## src/logic/preset_bank_pkg.sv

```systemverilog
// Package for the per-preset parameter bank: register map, field
// positions, reset values, output source codes and timing.
// Assumes a 20 MHz pclk and 32-bit APB with one register per word.
package preset_bank_pkg;

    localparam int unsigned NUM_PRESETS   = 8;
    localparam int unsigned NUM_REGIONS   = 8;
    localparam int unsigned NUM_LINES     = 4;
    localparam int unsigned CLK_PERIOD_NS = 50;

    // Register byte offsets
    localparam logic [7:0] ADDR_PRESET_SEL  = 8'h00;
    localparam logic [7:0] ADDR_ACTIVE      = 8'h04;
    localparam logic [7:0] ADDR_GAIN        = 8'h08;
    localparam logic [7:0] ADDR_EXP_TIME    = 8'h0c;
    localparam logic [7:0] ADDR_EXP_DELAY   = 8'h10;
    localparam logic [7:0] ADDR_REGION_SEL  = 8'h14;
    localparam logic [7:0] ADDR_REGION_OFFS = 8'h18;
    localparam logic [7:0] ADDR_LINE_SEL    = 8'h1c;
    localparam logic [7:0] ADDR_LINE_SRC    = 8'h20;
    localparam logic [7:0] ADDR_LINE_LEVEL  = 8'h24;
    localparam logic [7:0] ADDR_PARTICIPATE = 8'h28;
    localparam logic [7:0] ADDR_PULSE_WIDTH = 8'h2c;
    localparam logic [7:0] ADDR_STATUS      = 8'h30;

    // Participation bit positions
    localparam int unsigned PART_EXP_TIME  = 0;
    localparam int unsigned PART_EXP_DELAY = 1;
    localparam int unsigned PART_LINE0     = 2;
    localparam int unsigned PART_REGIONS   = 6;
    localparam int unsigned PART_GAIN      = 7;

    // Software-visible numbering of the output lines
    localparam logic [31:0] FIRST_LINE_NUM = 32'h0000_0003;
    localparam logic [31:0] LAST_LINE_NUM  = 32'h0000_0006;

    // Reset values: pulse length as time, then cycles derived from it, and gain
    localparam int unsigned PULSE_TIME_NS = 1000;
    localparam logic [15:0] PULSE_W_RST   = 16'(PULSE_TIME_NS / CLK_PERIOD_NS);
    localparam logic [15:0] GAIN_RST      = 16'h0100;

    typedef enum logic [3:0] {
        SRC_OFF,
        SRC_EXPOSURE_BEGIN,
        SRC_TIMER_ONE_DONE,
        SRC_COUNTER_ONE_DONE,
        SRC_INPUT_ONE,
        SRC_INPUT_TWO,
        SRC_SW_DRIVEN,
        SRC_LINK_TRIGGER,
        SRC_EXPOSURE_WINDOW
    } out_source_e;

endpackage : preset_bank_pkg

```

## src/logic/cycling_preset_param_bank.sv

```systemverilog
// Per-preset parameter bank for preset cycling, with APB slave.
// Assumes the active cycling index, exposure events and trigger levels
// arrive synchronous to pclk; event inputs are one-cycle pulses.
// Preset and region selector registers are 1-based on the bus, as software numbers them; the line selector starts at 3.
//
// Decided for this implementation: the APB slave port and the placing of the registers.
`timescale 1ns/1ps
`default_nettype none

module cycling_preset_param_bank (
    input  wire logic         pclk,
    input  wire logic         presetn,
    input  wire logic         psel,
    input  wire logic         penable,
    input  wire logic         pwrite,
    input  wire logic [7:0]   paddr,
    input  wire logic [31:0]  pwdata,
    output logic      [31:0]  prdata,
    output logic              pready,
    output logic              pslverr,
    input  wire logic [2:0]   active_preset,
    input  wire logic         exposure_mode_timed,
    input  wire logic [7:0]   region_count_vertical,
    input  wire logic         exposure_begin_event,
    input  wire logic         timer_one_done,
    input  wire logic         counter_one_done,
    input  wire logic         input_one_event,
    input  wire logic         input_two_event,
    input  wire logic         link_trigger_zero,
    input  wire logic         exposure_window_level,
    output logic      [15:0]  gain_value,
    output logic              gain_apply,
    output logic      [23:0]  exposure_time_value,
    output logic              exposure_time_apply,
    output logic      [23:0]  exposure_delay_value,
    output logic              exposure_delay_apply,
    output logic      [127:0] region_offsets,
    output logic              region_apply,
    output logic      [7:0]   feature_lock,
    output logic      [3:0]   line_out,
    output logic      [3:0]   line_oe
);

    typedef struct packed {
        // Software selectors and settings
        logic [2:0]             cfg_sel;
        logic [2:0]             region_sel;
        logic [1:0]             line_sel;
        logic [7:0]             part;
        logic [15:0]            pulse_w;

        // Stored presets
        logic [7:0][15:0]       gain;
        logic [7:0][23:0]       exp_time;
        logic [7:0][23:0]       exp_delay;
        logic [7:0][7:0][15:0]  offs;
        logic [7:0][3:0][3:0]   src;
        logic [7:0][3:0]        lvl;

        // Line pulse timers and trigger edge
        logic [3:0][15:0]       cnt;
        logic                   link_prev;

        // Bus answer
        logic [31:0]            prdata;
        logic                   pready;
        logic                   pslverr;

        // Registered outputs
        logic [15:0]            gain_o;
        logic                   gain_en;
        logic [23:0]            time_o;
        logic                   time_en;
        logic [23:0]            delay_o;
        logic                   delay_en;
        logic [127:0]           offs_o;
        logic                   offs_en;
        logic [3:0]             line_o;
        logic [3:0]             line_e;
    } state_s;

    state_s q;
    state_s d;

    // Highest region number software may select, never above 8
    function automatic logic [3:0] region_limit(input logic [7:0] count);
        if (count == 8'h00) begin
            region_limit = 4'h1;
        end else if (count > 8'h08) begin
            region_limit = 4'h8;
        end else begin
            region_limit = count[3:0];
        end
    endfunction : region_limit

    // Preset and region selectors are numbered from 1 on the bus, from 0 inside
    function automatic logic [31:0] one_based(input logic [2:0] idx);
        one_based = {29'h0, idx} + 32'h0000_0001;
    endfunction : one_based

    function automatic logic [2:0] zero_based(input logic [31:0] num);
        zero_based = 3'(num - 32'h0000_0001);
    endfunction : zero_based

    // Refuses selector values outside lo..hi
    function automatic logic outside(input logic [31:0] v,
                                     input logic [31:0] lo,
                                     input logic [31:0] hi);
        outside = v < lo || v > hi;
    endfunction : outside

    // One-cycle event that a pulse source reacts to
    function automatic logic src_event(input logic [3:0] src, input logic [5:0] ev);
        case (src)
            preset_bank_pkg::SRC_EXPOSURE_BEGIN:   src_event = ev[0];
            preset_bank_pkg::SRC_TIMER_ONE_DONE:   src_event = ev[1];
            preset_bank_pkg::SRC_COUNTER_ONE_DONE: src_event = ev[2];
            preset_bank_pkg::SRC_INPUT_ONE:        src_event = ev[3];
            preset_bank_pkg::SRC_INPUT_TWO:        src_event = ev[4];
            preset_bank_pkg::SRC_LINK_TRIGGER:     src_event = ev[5];
            default:                               src_event = 1'b0;
        endcase
    endfunction : src_event

    always_comb begin
        logic        setup;
        logic        commit;
        logic        bad;
        logic [31:0] rd;
        logic [5:0]  ev;
        logic [3:0]  ls;
        logic [2:0]  p;
        logic [2:0]  r;
        logic [1:0]  l;
        logic [2:0]  a;
        logic [3:0]  lim;
        d      = q;
        setup  = psel & ~penable;
        commit = psel & penable & q.pready & pwrite & ~q.pslverr;
        bad    = 1'b0;
        rd     = 32'h0000_0000;
        ev     = 6'h00;
        ls     = 4'h0;
        p      = q.cfg_sel;
        r      = q.region_sel;
        l      = q.line_sel;
        a      = active_preset;
        lim    = region_limit(region_count_vertical);

        // Zero wait state: answer in the first access cycle
        d.pready  = setup;
        d.pslverr = 1'b0;
        d.prdata  = 32'h0000_0000;

        if (setup) begin
            case (paddr)
                preset_bank_pkg::ADDR_PRESET_SEL: begin
                    rd  = one_based(p);
                    bad = pwrite && outside(pwdata, 32'h1, 32'(preset_bank_pkg::NUM_PRESETS));
                end
                preset_bank_pkg::ADDR_ACTIVE: begin
                    rd  = one_based(a);
                    bad = pwrite;
                end
                preset_bank_pkg::ADDR_GAIN: begin
                    rd = {16'h0, q.gain[p]};
                end
                preset_bank_pkg::ADDR_EXP_TIME: begin
                    rd = {8'h0, q.exp_time[p]};
                end
                preset_bank_pkg::ADDR_EXP_DELAY: begin
                    rd = {8'h0, q.exp_delay[p]};
                end
                preset_bank_pkg::ADDR_REGION_SEL: begin
                    rd  = one_based(r);
                    bad = pwrite && outside(pwdata, 32'h1, {28'h0, lim});
                end
                preset_bank_pkg::ADDR_REGION_OFFS: begin
                    rd = {16'h0, q.offs[p][r]};
                    // Lower region must stay below, so write regions bottom-up
                    bad = pwrite && (pwdata[31:16] != 16'h0 ||
                          (r != 3'h0 && pwdata[15:0] <= q.offs[p][r - 3'h1]));
                    // A region above that is already set caps the value too
                    if (r != 3'h7 && q.offs[p][r + 3'h1] != 16'h0 &&
                        pwdata[15:0] >= q.offs[p][r + 3'h1]) begin
                        bad = pwrite;
                    end
                end
                preset_bank_pkg::ADDR_LINE_SEL: begin
                    rd  = {30'h0, l} + preset_bank_pkg::FIRST_LINE_NUM;
                    bad = pwrite && outside(pwdata, preset_bank_pkg::FIRST_LINE_NUM,
                                            preset_bank_pkg::LAST_LINE_NUM);
                end
                preset_bank_pkg::ADDR_LINE_SRC: begin
                    rd  = {28'h0, q.src[p][l]};
                    bad = pwrite &&
                          pwdata > 32'(preset_bank_pkg::SRC_EXPOSURE_WINDOW);
                end
                preset_bank_pkg::ADDR_LINE_LEVEL: begin
                    rd = {31'h0, q.lvl[p][l]};
                end
                preset_bank_pkg::ADDR_PARTICIPATE: begin
                    rd = {24'h0, q.part};
                end
                preset_bank_pkg::ADDR_PULSE_WIDTH: begin
                    rd  = {16'h0, q.pulse_w};
                    bad = pwrite && pwdata[15:0] == 16'h0;
                end
                preset_bank_pkg::ADDR_STATUS: begin
                    rd  = {22'h0, exposure_mode_timed, exposure_window_level,
                           q.line_e, q.line_o};
                    bad = pwrite;
                end
                default: begin
                    bad = 1'b1;
                end
            endcase
            d.prdata  = bad ? 32'h0000_0000 : rd;
            d.pslverr = bad;
        end

        // Writes land only at the access edge that completes the transfer
        if (commit) begin
            case (paddr)
                preset_bank_pkg::ADDR_PRESET_SEL: begin
                    d.cfg_sel = zero_based(pwdata);
                end
                preset_bank_pkg::ADDR_GAIN: begin
                    d.gain[p] = pwdata[15:0];
                end
                preset_bank_pkg::ADDR_EXP_TIME: begin
                    d.exp_time[p] = pwdata[23:0];
                end
                preset_bank_pkg::ADDR_EXP_DELAY: begin
                    d.exp_delay[p] = pwdata[23:0];
                end
                preset_bank_pkg::ADDR_REGION_SEL: begin
                    d.region_sel = zero_based(pwdata);
                end
                preset_bank_pkg::ADDR_REGION_OFFS: begin
                    d.offs[p][r] = pwdata[15:0];
                end
                preset_bank_pkg::ADDR_LINE_SEL: begin
                    d.line_sel = 2'(pwdata - preset_bank_pkg::FIRST_LINE_NUM);
                end
                preset_bank_pkg::ADDR_LINE_SRC: begin
                    d.src[p][l] = pwdata[3:0];
                end
                preset_bank_pkg::ADDR_LINE_LEVEL: begin
                    d.lvl[p][l] = pwdata[0];
                end
                preset_bank_pkg::ADDR_PARTICIPATE: begin
                    d.part = pwdata[7:0];
                end
                preset_bank_pkg::ADDR_PULSE_WIDTH: begin
                    d.pulse_w = pwdata[15:0];
                end
                default: begin
                end
            endcase
        end

        // Shrinking the region count pulls the selector back into range
        if ({1'b0, d.region_sel} >= lim) begin
            d.region_sel = 3'(lim - 4'h1);
        end

        // Outputs follow the active preset only; other presets are inert
        d.gain_o   = q.gain[a];
        d.gain_en  = q.part[preset_bank_pkg::PART_GAIN];
        d.time_o   = q.exp_time[a];
        d.time_en  = q.part[preset_bank_pkg::PART_EXP_TIME] & exposure_mode_timed;
        d.delay_o  = q.exp_delay[a];
        d.delay_en = q.part[preset_bank_pkg::PART_EXP_DELAY];
        d.offs_o   = q.offs[a];
        d.offs_en  = q.part[preset_bank_pkg::PART_REGIONS];

        // Link trigger is a level; each rising edge counts once
        d.link_prev = link_trigger_zero;
        ev[0] = exposure_begin_event;
        ev[1] = timer_one_done;
        ev[2] = counter_one_done;
        ev[3] = input_one_event;
        ev[4] = input_two_event;
        ev[5] = link_trigger_zero & ~q.link_prev;

        for (int k = 0; k < preset_bank_pkg::NUM_LINES; k++) begin
            ls = q.src[a][k];
            // Retriggering restarts the pulse instead of stretching two
            if (src_event(ls, ev)) begin
                d.cnt[k] = q.pulse_w;
            end else if (q.cnt[k] != 16'h0) begin
                d.cnt[k] = q.cnt[k] - 16'h1;
            end
            case (ls)
                preset_bank_pkg::SRC_OFF: begin
                    d.line_o[k] = 1'b0;
                    d.line_e[k] = 1'b0;
                end
                preset_bank_pkg::SRC_SW_DRIVEN: begin
                    d.line_o[k] = q.lvl[a][k];
                    d.line_e[k] = 1'b1;
                end
                preset_bank_pkg::SRC_EXPOSURE_WINDOW: begin
                    d.line_o[k] = exposure_window_level;
                    d.line_e[k] = 1'b1;
                end
                default: begin
                    d.line_o[k] = d.cnt[k] != 16'h0;
                    d.line_e[k] = 1'b1;
                end
            endcase
            // A line outside the cycling is left to its standard control
            if (!q.part[preset_bank_pkg::PART_LINE0 + k]) begin
                d.line_o[k] = 1'b0;
                d.line_e[k] = 1'b0;
                // No stale pulse shows when the line rejoins the cycling
                d.cnt[k]    = 16'h0;
            end
        end
    end

    always_ff @(posedge pclk or negedge presetn) begin
        if (!presetn) begin
            q         <= '0;
            // Non-zero defaults: pulse length and gain
            q.pulse_w <= preset_bank_pkg::PULSE_W_RST;
            q.gain    <= {preset_bank_pkg::NUM_PRESETS{preset_bank_pkg::GAIN_RST}};
        end else begin
            q <= d;
        end
    end

    assign prdata               = q.prdata;
    assign pready               = q.pready;
    assign pslverr              = q.pslverr;
    assign gain_value           = q.gain_o;
    assign gain_apply           = q.gain_en;
    assign exposure_time_value  = q.time_o;
    assign exposure_time_apply  = q.time_en;
    assign exposure_delay_value = q.delay_o;
    assign exposure_delay_apply = q.delay_en;
    assign region_offsets       = q.offs_o;
    assign region_apply         = q.offs_en;
    assign feature_lock         = q.part;
    assign line_out             = q.line_o;
    assign line_oe              = q.line_e;

endmodule : cycling_preset_param_bank

`default_nettype wire

```

## config.mk

```make
export PLATFORM = sky130hd
export DESIGN_NAME = cycling_preset_param_bank
export DESIGN_NICKNAME = d
export VERILOG_FILES = /design/src/logic/preset_bank_pkg.sv /design/src/logic/cycling_preset_param_bank.sv
export SDC_FILE = /design/constraint.sdc
export NUM_CORES = 2
export LEC_CHECK = 0
export ABC_AREA = 1
export CAP_MARGIN = 25
export CORE_MARGIN = 10
export CORE_UTILIZATION = 35
export CTS_BUF_LIST = sky130_fd_sc_hd__clkbuf_8
export DETAILED_ROUTE_END_ITERATION = 6
export DONT_BUFFER_PORTS = 1
export SYNTH_ARGS = -nofsm -noshare
export SYNTH_HDL_FRONTEND = slang
export SYNTH_SLANG_ARGS = --single-unit
```

## constraint.sdc

```tcl
create_clock -name pclk -period 3.68 [get_ports pclk]
set_input_delay 0.736 -clock pclk [delete_from_list [all_inputs] [get_ports pclk]]
set_output_delay 0.736 -clock pclk [all_outputs]
set_load 0.005 [all_outputs]
```

==> flow_summary.json <==
{
  "htree_levels": 5,
  "finalSetupViolCount": 17,
  "min_period_over_period": 1.090,
  "violations": "negative hold slack, max-slew violations, negative setup slack",
  "clock_skew_ns": 0.1054,
  "grt_overflow_total": 0,
  "root_buffer": "clkbuf_8",
  "ir_worst_vdd_mv": 0.3436,
  "fin_ws_ns": -0.3324,
  "synth_edf_count": 0,
  "syn_inst": 14300,
  "cap_violations": 0,
  "max_freq_ghz": 0.2492,
  "yosysSeqAreaShare": 0.4736,
  "critical_path.max_stage_delay_ns": 0.55,
  "cp.required_ns": 4.74,
  "die_w_um": 572.7,
  "drt_iter0_markers": 13880,
  "slew_viol_final": 136,
  "synth_common_cells": "nand2_1, o21ai_0, dfrtp_1",
  "totalWireLength_um": 443600,
  "hpwlAfterDp_um": 272200,
  "fillerInstances": 30880,
  "outcome": "complete, but fails checks",
  "hold_viol_final": 188,
  "insertion_delay_ns": 1.12,
  "power.density_nw_per_um2": 417.3,
  "die_y_um": 572.7,
  "wl_per_cell_um": 23.77,
  "pin_count": 310,
  "io_buffer_count": 0,
  "cp_data_arrival_time_ns": 5.07,
  "ys_warn_count": 0,
  "gp_congestion": 0.9505,
  "rows": 202,
  "rrSetupSlack_ns": -0.33,
  "grt_usage": 0.2572,
  "crit_fanout": 6,
  "yosysMostFrequentCell": "nand2_1",
  "final_nets": 14400,
  "async_flop_share": 1.000,
  "netlist.area_leader.share": 0.4712,
  "drcViolationCount": 0,
  "rsz0062_at_grt": "yes",
  "ant_nets": 0,
  "avgViaCountPerCell": 5.538,
  "yosys.area.top_type": "dfrtp_1",
  "whs_ns": -0.6546,
  "cts_buffers": 364,
  "stdcell_count": 18670,
  "hold_class": "in -> async",
  "grt_max_degree": 874,
  "cpMaxStageDelayCell": "dfrtp_4",
  "slew_headroom": -0.1135,
  "antenna_found_initial": 42,
  "core_um2": 303500,
  "tightest_slew_ns": 1.670,
  "drive_gt1_frac": 0.1353,
  "path_clk_slew_ns": 0.07,
  "tns_ns": -5.178,
  "syn_avg_cell_area_um2": 7.478,
  "cts_tree": "yes",
  "finalCriticalPeriod_ns": 4.012,
  "grt_pass1_wl_um": 642800,
  "area_growth_pct": 17.61,
  "design.die.area_um2": 328000,
  "dp.cells": 17870,
  "p_leak_nw": 55.63,
  "ys_seq_elements": 2023,
  "synth_area_um2": 106900,
  "cts_max_path_buffers": 4,
  "start_util": 0.3522,
  "grt_pass1_vias": 93850,
  "critical_path_class": "reg -> reg",
  "yosys-top-cells-area": "dfrtp_1, nand2_1, o21ai_0",
  "total_power_mw": 52.47,
  "synthFlopType": "dfrtp_1",
  "drt-pass1-iter-count": 6,
  "synthDistinctLibCells": 65,
  "dr_total_vias": 103400,
  "fin_util": 0.4143,
  "clock_sinks": 2023,
  "critical_path.top_delay_family": "simple AND/OR/NAND/NOR gates",
  "start_kind": "flip-flop",
  "dpl_worst_slack_ns": -2.112,
  "path_buf_inv": 8,
  "end_kind": "flip-flop"
}
## cells by family after synthesis
group | share of synthesized area
buffers and inverters | 0.08680
XOR/XNOR | 0.004260
AND/OR/NAND/NOR | 0.2103
adder cells (fa/ha/maj) | 0.007139
other | 0.00003508
flip-flops | 0.4736
AO/OA/AOI/OAI | 0.2178
## final timing paths
path / from / depth (start not counted) / to
max in group asynchronous: presetn / 5 / async pin
min reg2reg: flip-flop / 2 / flip-flop
min: presetn / 0 / exposure_delay_value[19]
max reg2reg: q[2028] / 26 / prdata[13]
min in group pclk: active_preset[0] / 2 / gain_value[5]
max: q[2028] / 26 / prdata[13]
## stage by stage
step | area (µm²) | hold WS [ns]
detailed placement | 114500 | 0.4407
floorplan | 106900 | 0.3958
finish | 125700 | -0.6546
CTS | 124400 | -0.7419
global route | 125700 | -0.7050
global placement | 114500 | 0.4407
## cell usage in the layout, fill, tap and decap left out, types with 17 or more instances in the layout
cell type     n
nand2_1    3865
o21ai_0    2790
dfrtp_1    2009
nor2_1     1006
inv_1       825
buf_4       719
a21oi_1     574
clkbuf_8    467
nand3_1     315
a31oi_1     228
o211ai_1    181
buf_12      154
o22ai_1     141
o21ai_1     136
nand2_2     127
nand4_1      97
a221oi_1     70
clkinv_2     54
ha_1         53
nor2_2       52
or2_2        49
nor2_4       46
buf_16       43
a22oi_1      42
nor3_1       41
nand3_2      38
xor2_1       37
buf_6        33
o2111ai_1    30
diode_2      22
o21ai_2      17
## metal layers
| layer | vias up | routed length, µm | GRT usage |
|---|---|---|---|
| met1 | 49540 | 183200 | 0.3532 |
| met4 | 20 | 22750 | 0.1225 |
| met3 | 916 | 50960 | 0.07029 |
| li1 | 47270 | - | - |
| met2 | 5630 | 186400 | 0.3746 |
| met5 | - | 181 | 0 |
## repair_timing
item,in CTS,in global routing
setup buffers,40,29
gates resized for setup,285,218
gates cloned,24,12
endpoints found under the setup margin,377,142
hold buffers,12,5
pin swaps,66,63
endpoints found under the hold margin,290,194
## area by class of cell
class | instances | area [µm²] | share of cell area
timing repair buffer | 986 | 10720 | 0.08523
sequential | 2023 | 50650 | 0.4028
clock buffer | 467 | 6427 | 0.05112
inverter | 771 | 2988 | 0.02376
tap | 4080 | 5105 | 0.04060
multi-input combinational | 10130 | 48420 | 0.3851
clock inverter | 183 | 1356 | 0.01079
antenna | 22 | 55.05 | 0.0004378
timing repair inverter | 2 | 27.53 | 0.0002189
## power by group
part           internal, mW  leakage [nW]  switching, mW
combinational          2.16          23.3           4.69
sequential             22.5          27.9          0.207
clock                  12.6          4.39           10.4
No activity file was read; power rests on OpenSTA's default activity.
